`src/verilog/fos_map.svh`:
```
// Notes on behaviour
// - interrupt pin low flags wake or failure
// - interrupt pin strap picks configuration 1/3 or 2/4
// - side indicator blinks 1.25Hz, 50% low
// - pulsed light pulses 100Hz, 20% low
// - grounded test strap selects development mode
// - open or high strap selects normal operation
// - fail pins reconfigurable as wake, low, high side
// - both pins default to fail output function
`ifndef FOS_MAP_SVH
`define FOS_MAP_SVH

`define FOS_ADDR_FAIL_CTRL 8'h00
`define FOS_ADDR_GPIO_CTRL 8'h04
`define FOS_ADDR_GPIO_OUT 8'h08
`define FOS_ADDR_EVENT 8'h0c
`define FOS_ADDR_STATUS 8'h10

`define FOS_FC_SIDE_EN 0
`define FOS_FC_PULSE_EN 1
`define FOS_EV_WAKE 0
`define FOS_EV_FAIL 1
`define FOS_ST_CFG13 0
`define FOS_ST_DEV 1
`define FOS_ST_LVL_ONE 2
`define FOS_ST_LVL_TWO 3

`define FOS_FAIL_CTRL_RST 2'h0
`define FOS_GPIO_CTRL_RST 4'h0
`define FOS_GPIO_OUT_RST 2'h0
`define FOS_EVENT_RST 2'h0

`define FOS_RESP_OKAY 2'h0
`define FOS_RESP_SLVERR 2'h2

// strap sampling waits until the synchroniser and filter are full
`define FOS_STRAP_SETTLE 3'h5

// blink timing, frequencies in millihertz, duty in percent
`define FOS_CLK_HZ 64'd50000000
`define FOS_SIDE_FREQ_MHZ 64'd1250
`define FOS_SIDE_DUTY_PCT 64'd50
`define FOS_PULSE_FREQ_MHZ 64'd100000
`define FOS_PULSE_DUTY_PCT 64'd20
`define FOS_SIDE_PERIOD_CYC (`FOS_CLK_HZ * 64'd1000 / `FOS_SIDE_FREQ_MHZ)
`define FOS_SIDE_LOW_CYC (`FOS_SIDE_PERIOD_CYC * `FOS_SIDE_DUTY_PCT / 64'd100)
`define FOS_PULSE_PERIOD_CYC (`FOS_CLK_HZ * 64'd1000 / `FOS_PULSE_FREQ_MHZ)
`define FOS_PULSE_LOW_CYC (`FOS_PULSE_PERIOD_CYC * `FOS_PULSE_DUTY_PCT / 64'd100)

`endif

```
`src/verilog/fos_pkg.sv`:
```
package fos_pkg;
	typedef logic [25:0] fos_cnt_t;

	typedef enum logic [1:0] {
		FOS_MODE_FAIL = 2'b00,
		FOS_MODE_WAKE = 2'b01,
		FOS_MODE_LOW_SIDE = 2'b10,
		FOS_MODE_HIGH_SIDE = 2'b11
	} fos_pin_mode_e;

	typedef enum logic [0:0] {
		FOS_ST_SENSE = 1'b0,
		FOS_ST_RUN = 1'b1
	} fos_state_e;
endpackage

```
`src/verilog/fos_blink_if.sv`:
```
`timescale 1ns/1ps
// enables toward the pattern generator, active-low phases back
interface fos_blink_if;
	logic side_en;
	logic pulse_en;
	logic side_low;
	logic pulse_low;
	modport ctl (output side_en, output pulse_en, input side_low, input pulse_low);
	modport gen (input side_en, input pulse_en, output side_low, output pulse_low);
endinterface

```
`src/verilog/fos_top.sv`:
```
`timescale 1ns/1ps
`include "fos_map.svh"
module fos_top
	import fos_pkg::*;
#(
	parameter fos_cnt_t SIDE_PERIOD_CYC = fos_cnt_t'(`FOS_SIDE_PERIOD_CYC),
	parameter fos_cnt_t SIDE_LOW_CYC = fos_cnt_t'(`FOS_SIDE_LOW_CYC),
	parameter fos_cnt_t PULSE_PERIOD_CYC = fos_cnt_t'(`FOS_PULSE_PERIOD_CYC),
	parameter fos_cnt_t PULSE_LOW_CYC = fos_cnt_t'(`FOS_PULSE_LOW_CYC)
) (
	input wire logic sys_clk,
	input wire logic rst_n,
	input wire logic ce,
	input wire logic [7:0] s_axi_awaddr,
	input wire logic s_axi_awvalid,
	output logic s_axi_awready,
	input wire logic [31:0] s_axi_wdata,
	input wire logic [3:0] s_axi_wstrb,
	input wire logic s_axi_wvalid,
	output logic s_axi_wready,
	output logic [1:0] s_axi_bresp,
	output logic s_axi_bvalid,
	input wire logic s_axi_bready,
	input wire logic [7:0] s_axi_araddr,
	input wire logic s_axi_arvalid,
	output logic s_axi_arready,
	output logic [31:0] s_axi_rdata,
	output logic [1:0] s_axi_rresp,
	output logic s_axi_rvalid,
	input wire logic s_axi_rready,
	input wire logic wake_event,
	input wire logic failure_event,
	input wire logic int_pin_rx,
	output logic int_pin_tx,
	output logic int_pin_oe,
	input wire logic side_indicator_out_rx,
	output logic side_indicator_out_tx,
	output logic side_indicator_out_oe,
	input wire logic pulsed_light_or_dev_strap_rx,
	output logic pulsed_light_or_dev_strap_tx,
	output logic pulsed_light_or_dev_strap_oe,
	output logic config_13_sel,
	output logic dev_mode
);
	// pin index: 0 interrupt, 1 side indicator, 2 pulsed light / strap
	logic [2:0] sync1_q, sync2_q, sync3_q, lvl_q, lvl_d;
	fos_state_e state_q, state_d;
	logic [2:0] settle_q, settle_d;
	logic cfg13_q, cfg13_d, dev_q, dev_d;
	logic [1:0] fail_ctrl_q, fail_ctrl_d, gpio_out_q, gpio_out_d, event_q, event_d;
	logic [3:0] gpio_ctrl_q, gpio_ctrl_d;
	logic aw_full_q, aw_full_d, w_full_q, w_full_d, bvalid_q, bvalid_d;
	logic awready_q, awready_d, wready_q, wready_d, arready_q, arready_d;
	logic rvalid_q, rvalid_d;
	logic [1:0] bresp_q, bresp_d, rresp_q, rresp_d;
	logic [7:0] waddr_q, waddr_d;
	logic [31:0] wdata_q, wdata_d, rdata_q, rdata_d;
	logic wstrb0_q, wstrb0_d;
	logic int_tx_q, int_tx_d, int_oe_q, int_oe_d;
	logic side_tx_q, side_tx_d, side_oe_q, side_oe_d;
	logic pulse_tx_q, pulse_tx_d, pulse_oe_q, pulse_oe_d;
	logic do_write, run, wake_set;
	fos_pin_mode_e mode_one, mode_two;
	fos_blink_if bl ();

	// address decode shared by both bus paths
	function automatic logic mapped(input logic [7:0] a);
		if (a == `FOS_ADDR_FAIL_CTRL) mapped = 1'b1;
		else if (a == `FOS_ADDR_GPIO_CTRL) mapped = 1'b1;
		else if (a == `FOS_ADDR_GPIO_OUT) mapped = 1'b1;
		else if (a == `FOS_ADDR_EVENT) mapped = 1'b1;
		else if (a == `FOS_ADDR_STATUS) mapped = 1'b1;
		else mapped = 1'b0;
	endfunction

	// drive of one reconfigurable pin as {tx, oe}; open drain pulls low with oe high
	function automatic logic [1:0] pin_drive(input fos_pin_mode_e mode, input logic fail_low,
		input logic out_bit);
		case (mode)
			FOS_MODE_FAIL: pin_drive = {1'b0, fail_low};
			FOS_MODE_LOW_SIDE: pin_drive = {1'b0, out_bit};
			FOS_MODE_HIGH_SIDE: pin_drive = {1'b1, out_bit};
			default: pin_drive = 2'b00;
		endcase
	endfunction

	fos_blink #(
		.SIDE_PERIOD(SIDE_PERIOD_CYC),
		.SIDE_LOW(SIDE_LOW_CYC),
		.PULSE_PERIOD(PULSE_PERIOD_CYC),
		.PULSE_LOW(PULSE_LOW_CYC)
	) u_blink (
		.sys_clk(sys_clk),
		.rst_n(rst_n),
		.ce(ce),
		.bl(bl)
	);

	// pin filter and strap capture; a level counts once stages two and three agree
	always_comb begin
		lvl_d = lvl_q;
		for (int i = 0; i < 3; i++) begin
			if (sync2_q[i] == sync3_q[i]) begin
				lvl_d[i] = sync3_q[i];
			end
		end
		state_d = state_q;
		settle_d = settle_q;
		cfg13_d = cfg13_q;
		dev_d = dev_q;
		case (state_q)
			FOS_ST_SENSE: begin
				if (settle_q == `FOS_STRAP_SETTLE) begin
					state_d = FOS_ST_RUN;
					cfg13_d = lvl_q[0];
					dev_d = !lvl_q[2];
				end else begin
					settle_d = settle_q + 3'h1;
				end
			end
			default: state_d = FOS_ST_RUN;
		endcase
	end

	always_ff @(posedge sys_clk) begin
		if (!rst_n) begin
			sync1_q <= 3'h7;
			sync2_q <= 3'h7;
			sync3_q <= 3'h7;
			lvl_q <= 3'h7;
			state_q <= FOS_ST_SENSE;
			settle_q <= 3'h0;
			cfg13_q <= 1'b0;
			dev_q <= 1'b0;
		end else if (ce) begin
			sync1_q <= {pulsed_light_or_dev_strap_rx, side_indicator_out_rx, int_pin_rx};
			sync2_q <= sync1_q;
			sync3_q <= sync2_q;
			lvl_q <= lvl_d;
			state_q <= state_d;
			settle_q <= settle_d;
			cfg13_q <= cfg13_d;
			dev_q <= dev_d;
		end
	end

	assign run = (state_q == FOS_ST_RUN);
	assign mode_one = fos_pin_mode_e'(gpio_ctrl_q[1:0]);
	assign mode_two = fos_pin_mode_e'(gpio_ctrl_q[3:2]);
	assign bl.side_en = run && mode_one == FOS_MODE_FAIL && fail_ctrl_q[`FOS_FC_SIDE_EN];
	assign bl.pulse_en = run && mode_two == FOS_MODE_FAIL && fail_ctrl_q[`FOS_FC_PULSE_EN];
	// any filtered change on a pin in wake mode is a wake event
	assign wake_set = wake_event
		|| (run && mode_one == FOS_MODE_WAKE && lvl_d[1] != lvl_q[1])
		|| (run && mode_two == FOS_MODE_WAKE && lvl_d[2] != lvl_q[2]);
	assign do_write = aw_full_q && w_full_q && !bvalid_q;

	// bus slave and registers; write and read paths are independent
	always_comb begin
		aw_full_d = aw_full_q;
		w_full_d = w_full_q;
		waddr_d = waddr_q;
		wdata_d = wdata_q;
		wstrb0_d = wstrb0_q;
		bvalid_d = bvalid_q;
		bresp_d = bresp_q;
		rvalid_d = rvalid_q;
		rresp_d = rresp_q;
		rdata_d = rdata_q;
		fail_ctrl_d = fail_ctrl_q;
		gpio_ctrl_d = gpio_ctrl_q;
		gpio_out_d = gpio_out_q;
		event_d = event_q;
		if (s_axi_awvalid && awready_q) begin
			aw_full_d = 1'b1;
			waddr_d = s_axi_awaddr;
		end
		if (s_axi_wvalid && wready_q) begin
			w_full_d = 1'b1;
			wdata_d = s_axi_wdata;
			wstrb0_d = s_axi_wstrb[0];
		end
		if (bvalid_q && s_axi_bready) begin
			bvalid_d = 1'b0;
		end
		if (do_write) begin
			aw_full_d = 1'b0;
			w_full_d = 1'b0;
			bvalid_d = 1'b1;
			bresp_d = mapped(waddr_q) ? `FOS_RESP_OKAY : `FOS_RESP_SLVERR;
			if (wstrb0_q) begin
				if (waddr_q == `FOS_ADDR_FAIL_CTRL) begin
					fail_ctrl_d = wdata_q[1:0];
				end else if (waddr_q == `FOS_ADDR_GPIO_CTRL) begin
					gpio_ctrl_d = wdata_q[3:0];
				end else if (waddr_q == `FOS_ADDR_GPIO_OUT) begin
					gpio_out_d = wdata_q[1:0];
				end else if (waddr_q == `FOS_ADDR_EVENT) begin
					event_d = event_q & ~wdata_q[1:0];
				end
			end
		end
		// hardware set wins over a same-cycle clear
		if (wake_set) event_d[`FOS_EV_WAKE] = 1'b1;
		if (failure_event) event_d[`FOS_EV_FAIL] = 1'b1;
		if (rvalid_q && s_axi_rready) begin
			rvalid_d = 1'b0;
		end
		if (s_axi_arvalid && arready_q) begin
			rvalid_d = 1'b1;
			rresp_d = mapped(s_axi_araddr) ? `FOS_RESP_OKAY : `FOS_RESP_SLVERR;
			if (s_axi_araddr == `FOS_ADDR_FAIL_CTRL) begin
				rdata_d = {30'h0, fail_ctrl_q};
			end else if (s_axi_araddr == `FOS_ADDR_GPIO_CTRL) begin
				rdata_d = {28'h0, gpio_ctrl_q};
			end else if (s_axi_araddr == `FOS_ADDR_GPIO_OUT) begin
				rdata_d = {30'h0, gpio_out_q};
			end else if (s_axi_araddr == `FOS_ADDR_EVENT) begin
				rdata_d = {30'h0, event_q};
			end else if (s_axi_araddr == `FOS_ADDR_STATUS) begin
				rdata_d = {28'h0, lvl_q[2], lvl_q[1], dev_q, cfg13_q};
			end else begin
				rdata_d = 32'h0;
			end
		end
		awready_d = !aw_full_d;
		wready_d = !w_full_d;
		arready_d = !rvalid_d;
	end

	always_ff @(posedge sys_clk) begin
		if (!rst_n) begin
			aw_full_q <= 1'b0;
			w_full_q <= 1'b0;
			waddr_q <= 8'h0;
			wdata_q <= 32'h0;
			wstrb0_q <= 1'b0;
			bvalid_q <= 1'b0;
			bresp_q <= `FOS_RESP_OKAY;
			rvalid_q <= 1'b0;
			rresp_q <= `FOS_RESP_OKAY;
			rdata_q <= 32'h0;
			awready_q <= 1'b0;
			wready_q <= 1'b0;
			arready_q <= 1'b0;
			fail_ctrl_q <= `FOS_FAIL_CTRL_RST;
			gpio_ctrl_q <= `FOS_GPIO_CTRL_RST;
			gpio_out_q <= `FOS_GPIO_OUT_RST;
			event_q <= `FOS_EVENT_RST;
		end else if (ce) begin
			aw_full_q <= aw_full_d;
			w_full_q <= w_full_d;
			waddr_q <= waddr_d;
			wdata_q <= wdata_d;
			wstrb0_q <= wstrb0_d;
			bvalid_q <= bvalid_d;
			bresp_q <= bresp_d;
			rvalid_q <= rvalid_d;
			rresp_q <= rresp_d;
			rdata_q <= rdata_d;
			awready_q <= awready_d;
			wready_q <= wready_d;
			arready_q <= arready_d;
			fail_ctrl_q <= fail_ctrl_d;
			gpio_ctrl_q <= gpio_ctrl_d;
			gpio_out_q <= gpio_out_d;
			event_q <= event_d;
		end
	end

	// pin drivers; pins stay released while straps are sensed so pull levels read true
	always_comb begin
		int_oe_d = run;
		int_tx_d = !(|event_q);
		{side_tx_d, side_oe_d} = 2'b00;
		{pulse_tx_d, pulse_oe_d} = 2'b00;
		if (run) begin
			{side_tx_d, side_oe_d} = pin_drive(mode_one, bl.side_low, gpio_out_q[0]);
			{pulse_tx_d, pulse_oe_d} = pin_drive(mode_two, bl.pulse_low, gpio_out_q[1]);
		end
	end

	always_ff @(posedge sys_clk) begin
		if (!rst_n) begin
			int_tx_q <= 1'b1;
			int_oe_q <= 1'b0;
			side_tx_q <= 1'b0;
			side_oe_q <= 1'b0;
			pulse_tx_q <= 1'b0;
			pulse_oe_q <= 1'b0;
		end else if (ce) begin
			int_tx_q <= int_tx_d;
			int_oe_q <= int_oe_d;
			side_tx_q <= side_tx_d;
			side_oe_q <= side_oe_d;
			pulse_tx_q <= pulse_tx_d;
			pulse_oe_q <= pulse_oe_d;
		end
	end

	assign s_axi_awready = awready_q;
	assign s_axi_wready = wready_q;
	assign s_axi_bvalid = bvalid_q;
	assign s_axi_bresp = bresp_q;
	assign s_axi_arready = arready_q;
	assign s_axi_rvalid = rvalid_q;
	assign s_axi_rresp = rresp_q;
	assign s_axi_rdata = rdata_q;
	assign int_pin_tx = int_tx_q;
	assign int_pin_oe = int_oe_q;
	assign side_indicator_out_tx = side_tx_q;
	assign side_indicator_out_oe = side_oe_q;
	assign pulsed_light_or_dev_strap_tx = pulse_tx_q;
	assign pulsed_light_or_dev_strap_oe = pulse_oe_q;
	assign config_13_sel = cfg13_q;
	assign dev_mode = dev_q;
endmodule

```
`src/verilog/fos_blink.sv`:
```
`timescale 1ns/1ps
module fos_blink
	import fos_pkg::*;
#(
	parameter fos_cnt_t SIDE_PERIOD = 26'h1,
	parameter fos_cnt_t SIDE_LOW = 26'h1,
	parameter fos_cnt_t PULSE_PERIOD = 26'h1,
	parameter fos_cnt_t PULSE_LOW = 26'h1
) (
	input wire logic sys_clk,
	input wire logic rst_n,
	input wire logic ce,
	fos_blink_if.gen bl
);
	fos_cnt_t side_cnt_q, side_cnt_d, pulse_cnt_q, pulse_cnt_d;

	// wraps at the period; held at zero while disabled so each burst starts low
	function automatic fos_cnt_t next_count(input fos_cnt_t cnt, input fos_cnt_t period,
		input logic en);
		if (!en || cnt >= period - 26'h1) begin
			next_count = '0;
		end else begin
			next_count = cnt + 26'h1;
		end
	endfunction

	// counters and low phases
	always_comb begin
		side_cnt_d = next_count(side_cnt_q, SIDE_PERIOD, bl.side_en);
		pulse_cnt_d = next_count(pulse_cnt_q, PULSE_PERIOD, bl.pulse_en);
		bl.side_low = bl.side_en && (side_cnt_q < SIDE_LOW);
		bl.pulse_low = bl.pulse_en && (pulse_cnt_q < PULSE_LOW);
	end

	always_ff @(posedge sys_clk) begin
		if (!rst_n) begin
			side_cnt_q <= '0;
			pulse_cnt_q <= '0;
		end else if (ce) begin
			side_cnt_q <= side_cnt_d;
			pulse_cnt_q <= pulse_cnt_d;
		end
	end
endmodule

```
`config.mk`:
```
export PLATFORM = sky130hd
export DESIGN_NAME = fos_top
export DESIGN_NICKNAME = d
export VERILOG_FILES = /design/src/verilog/fos_pkg.sv /design/src/verilog/fos_blink_if.sv /design/src/verilog/fos_top.sv /design/src/verilog/fos_blink.sv
export VERILOG_INCLUDE_DIRS = /design/src /design/src/verilog
export SDC_FILE = /design/constraint.sdc
export NUM_CORES = 1
export LEC_CHECK = 0
export ABC_AREA = 1
export BUFFER_PORTS_ARGS = -buffer_cell sky130_fd_sc_hd__clkbuf_2
export CAP_MARGIN = 25
export CORE_MARGIN = 2
export CORE_UTILIZATION = 49
export CTS_CLUSTER_SIZE = 8
export DETAILED_ROUTE_END_ITERATION = 8
export PLACE_DENSITY = 0.72
export SLEW_MARGIN = 10
export SYNTH_ARGS = -nofsm -noshare
export SYNTH_HDL_FRONTEND = slang
export SYNTH_SLANG_ARGS = --single-unit
export TNS_END_PERCENT = 50
```
`constraint.sdc`:
```
create_clock -name sys_clk -period 4.6 [get_ports sys_clk]
set_clock_uncertainty 0.2 [all_clocks]
set_input_delay 0.69 -clock sys_clk [delete_from_list [all_inputs] [get_ports sys_clk]]
set_output_delay 0.69 -clock sys_clk [all_outputs]
set_load 0.005 [all_outputs]
```
Yosys cells after proc, flatten, opt, wreduce, memory -nomap -nowiden
Cells that the tools add are included.
Widths: inputs -> output; s select.
{"block": "op_classes", "n_addsub": 3, "order_cmp": 4, "n_eq_ne": 26, "n_mux": 47, "bitwise": 6, "reduce_logical": 54}
{"operator": "$add 26x1->26 const B", "n": 2}
{"operator": "$mux 26", "n": 2}
{"operator": "$eq 8x4->1 const B", "n": 4}
{"operator": "$mux 1", "n": 30}
{"operator": "$ge 26x19->1 const B", "n": 1}
{"operator": "$ge 26x26->1 const B", "n": 1}
{"operator": "$lt 26x17->1 const B", "n": 1}
{"operator": "$lt 26x25->1 const B", "n": 1}
{"operator": "$mux 4", "n": 5}
{"operator": "$logic_and 1x1->1", "n": 17}
{"operator": "$eq 8x3->1 const B", "n": 2}
{"operator": "$eq 8x5->1 const B", "n": 2}
{"operator": "$logic_not 8->1", "n": 2}
{"operator": "$mux 2", "n": 8}
{"operator": "$reduce_and 7->1", "n": 2}
{"operator": "$reduce_bool 2->1", "n": 7}
{"operator": "$ne 2x2->1 const B", "n": 6}
{"operator": "$pmux 2 s3", "n": 2}
{"operator": "$reduce_and 2->1", "n": 6}
{"operator": "$eq 2x2->1 const B", "n": 4}
{"operator": "$logic_not 1->1", "n": 8}
{"operator": "$reduce_and 3->1", "n": 2}
{"operator": "$reduce_and 6->1", "n": 1}
{"operator": "$reduce_and 5->1", "n": 1}
{"operator": "other kinds (12)", "n": 23}
{"block": "word_totals", "reg_bits": 142, "inputBits": 65, "output_inout_bits": 49, "elab_cells": 175}

Logic depth before layout (Yosys ltp)
{"block": "depth", "ltp_word": 9, "mapped_depth": 11}

Cells and area by module
Synthesis repeated with hierarchy kept, for this count alone.
{"block": "unflattened", "hier_cells": 800, "area_unflattened_um2": 5706.7}
{"mod": "fos_top", "instances": 1, "cells_per_inst": 385, "area_each_um2": 2912.8, "seq_area_each_um2": 1201.2}
{"mod": "fos_blink", "instances": 1, "cells_per_inst": 415, "area_each_um2": 2793.9, "seq_area_each_um2": 1041.0}

Worst setup path before layout
No wires, ideal clock.
{"block": "synth_timing", "path_kind": "input port to flip-flop", "start": "input port ce", "end": "register u_blink.side_cnt_q[18]", "setup_ns": 0.116, "arrival_time_ns": 1.560, "required_ns": 4.284, "setup_slack_ns": 2.725, "stages": 8, "n_path_buf": 1, "cell_sequence": "buf_6 -> inv_4 -> nor3_4 -> nand2_2 -> nor3_4 -> nand2_1 -> xor2_1 -> nor2_1"}
{"element": "start: declaration", "line_no": "fos_top.sv:13", "text": "input wire logic ce,"}
{"element": "end signal: assignment", "line_no": "fos_blink.sv:40", "text": "side_cnt_q <= side_cnt_d;"}
{"element": "end: declaration", "line_no": "fos_blink.sv:15", "text": "fos_cnt_t side_cnt_q, side_cnt_d, pulse_cnt_q, pulse_cnt_d;"}

==> flow_summary.toml <==
[placement]
dp_hpwl_um = 8390
io_buffer_count = 52
gp_congestion = 0.850

[route]
drc = 0
dr.pass1.iters = 5
drtIter0Drc = 207
avgRoutedWirePerCell_um = 11.6
vias_per_cell = 4.96
wirelength_um = 11500
postRouteAntennaNets = 0
num_vias = 4898

[pwr]
worst_ir_drop_vdd_uv = 331
p_per_area_mw_per_mm2 = 307
p_leak_nw = 2.64
fin_total_pwr_mw = 1.89

[hold_path]
hold_path_end = "u_blink.pulse_cnt_q[23]"
hold_depth = 2
min_path_type = "reg2reg"
hp-start = "u_blink.pulse_cnt_q[23]"

[timing]
setup_viol = 0
fin_tns_setup_ps = 0
final-hold-violation-count = 0
rsz0062_at_grt = "false"
fin_crit_ps = 2370
worst_pin_slew_ps = 740
timing.final.crit_share_pct = 51.5
maxSlewViolCount = 0
slew_headroom_pct = 50.3
max_freq_mhz = 423

[status]
status = "finished clean"

[worst_setup_path]
path_buf_inv = 2
critical_path_class = "in2reg"
cpMostUsedCell = "nand2_1"
critPathTopFamily = "simple AND/OR/NAND/NOR gates"
path_cells = "clkbuf_2, inv_4, nor2_4, nand2_1, nor2_1, nand2_1, nor2_2, nand3_1, nand2_1, nor2_1"
endpoint_kind = "flip-flop"
r2r-end = "u_blink.pulse_cnt_q[18]"
cp-startpoint = "ce"
reg2reg_setup_slack_ps = 2770
cp_slowest_cell = "clkbuf_2"
path_depth = 10
worstPathMaxFanout = 31
crit_path_start_kind = "primary input"
r2r-start = "u_blink.pulse_cnt_q[0]"
cpPeakStageDelay_ps = 480
crit_arrival_ps = 2410
worstRegToRegCells = 10
crit_required_ps = 4640

[floorplanning]
die_w_um = 111
die_h_um = 111
core_mm2 = 0.0114
rows = 39
initial_core_util_pct = 49.8
io_pins = 114
die_area_mm2 = 0.0124

[logic_synthesis]
synth_area_mm2 = 0.00566
ys_seq_area_share_pct = 39.6
yosys-top-cells-area = "dfxtp_1, nand2_1, nor2_1"
ys_ff_latch = 112
synth_top_cell_by_area = "dfxtp_1"
yosys_warnings = 0
synth.distinct_cells = 49
syn_inst = 799
yosysTopAreaCellShare_pct = 39.6
avgSynthCellArea_um2 = 7.09

[global_routing]
grt_pass1_wl_um = 20200
grt_max_degree = 48
antenna_found_initial = 0
grt-ovfl-total = 0
gr-usage-all-layers_pct = 19.5
first_global_vias = 4353

[cts]
root_buffer = "clkbuf_16"
insertion_delay_ps = 350
cts_hold_buf = 0
h-tree-depth = 3
clock_path_buffers = 2
postCtsResizedCells = 0
post-cts-setup-buffer-count = 0
clkSinkCount = 112
clkTransAtPathRegs_ps = 80
cts_buffers = 9
cts_tree = "done"

[layout]
layout-drive-gt1-share_pct = 12.0
diodes = 0
syn_to_final_growth_pct = 8.91
final_net_count = 909
final.fill_count = 1146
multiInputGateArea_mm2 = 0.00282
final_common_cell = "nand2_1"
seq_area_mm2 = 0.00224
final_cell_mix = "nand2_1, dfxtp_1, nor2_1"

[run]
maxCapViolations = 0
## cells in the mapped netlist (all sizes together)
cell type	n
ha	4
o21bai	3
clkbuf	10
a32oi	2
o21ai	42
nand3	53
a21boi	1
nand4	16
buf	43
conb	1
o22ai	5
o31ai	2
o221ai	2
o32ai	1
mux2i	1
nor3	34
or2	1
nor2	118
nand3b	1
a21oi	41
o211ai	2
xnor2	5
inv	92
o21a	1
xor2	17
dfxtp	112
o2111ai	1
nor4	4
a211oi	4
a31oi	2
nand2	176
nor4b	1
clkinv	1
## power breakdown
group,switching [mW],leakage [nW],internal [mW],total [mW]
registers,0.0136,0.909,0.989,1.00
logic,0.0758,1.59,0.0369,0.113
clock network,0.368,0.149,0.410,0.778
## state kept, by name, indices dropped and copies added (netlist names), 3 cells and up
signal,cells
gpio_ctrl_q,4
lvl_q,3
s_axi_rdata,4
settle_q,3
sync1_q,3
sync2_q,3
sync3_q,3
u_blink.pulse_cnt_q,26
u_blink.side_cnt_q,26
waddr_q,8
wdata_q,4
## logic make-up after synthesis
family                     share of synthesized area, %
AOI/OAI and AO/OA                                  10.8
muxes                                             0.177
DFF                                                39.6
xor gates and xnor gates                           3.40
buffers and inverters                              12.5
adders and majority gates                         0.884
other                                            0.0662
and+or+nand+nor                                    32.6
## routing by layer
layer | vias to the layer above | global-route usage (%) | wire, µm
met5 | - | 0 | 0
met4 | 0 | 5.19 | 126
met3 | 10 | 4.95 | 513
met2 | 110 | 31.7 | 5300
met1 | 2177 | 26.0 | 5550
li1 | 2601 | - | -
## area by class of cell
class / instances / area share, %
clock buffer: 12 / 4.16
clock inverter: 4 / 0.690
inverter: 93 / 5.70
multi-input combinational: 570 / 45.7
sequential: 112 / 36.4
tap: 143 / 2.90
timing repair buffer: 54 / 4.46
## worst max path at each step
stage,endpoint
3_3_place_gp,u_blink.side_cnt_q[20]
2_1_floorplan,u_blink.side_cnt_q[18]
6_report,u_blink.pulse_cnt_q[17]
4_1_cts,fail_ctrl_q[0]
5_1_grt,gpio_out_q[1]
3_5_place_dp,u_blink.side_cnt_q[20]
## per-stage QoR
stage,util [%],std cells,worst slack (ps),cell area [µm²],hold WS [ps]
floorplan,-,828,2720,5770,205
global placement,51.6,972,1880,5870,230
detailed placement,51.6,972,1860,5870,233
CTS,54.2,988,2220,6170,244
global route,54.2,988,2010,6170,264
finish,54.2,988,2230,6170,242
## worst register-to-register path: stages (launching register included)
cell and delay, ps:
dfxtp_1 340, ha_1 220, nand2_1 100, nor2_1 50, o21ai_1 110, nand2_1 70, nand2_1 90, nand2_1 50
nand2_1 130, nand2_2 220, a21oi_1 190
Power figures use the tool's default switching activity.
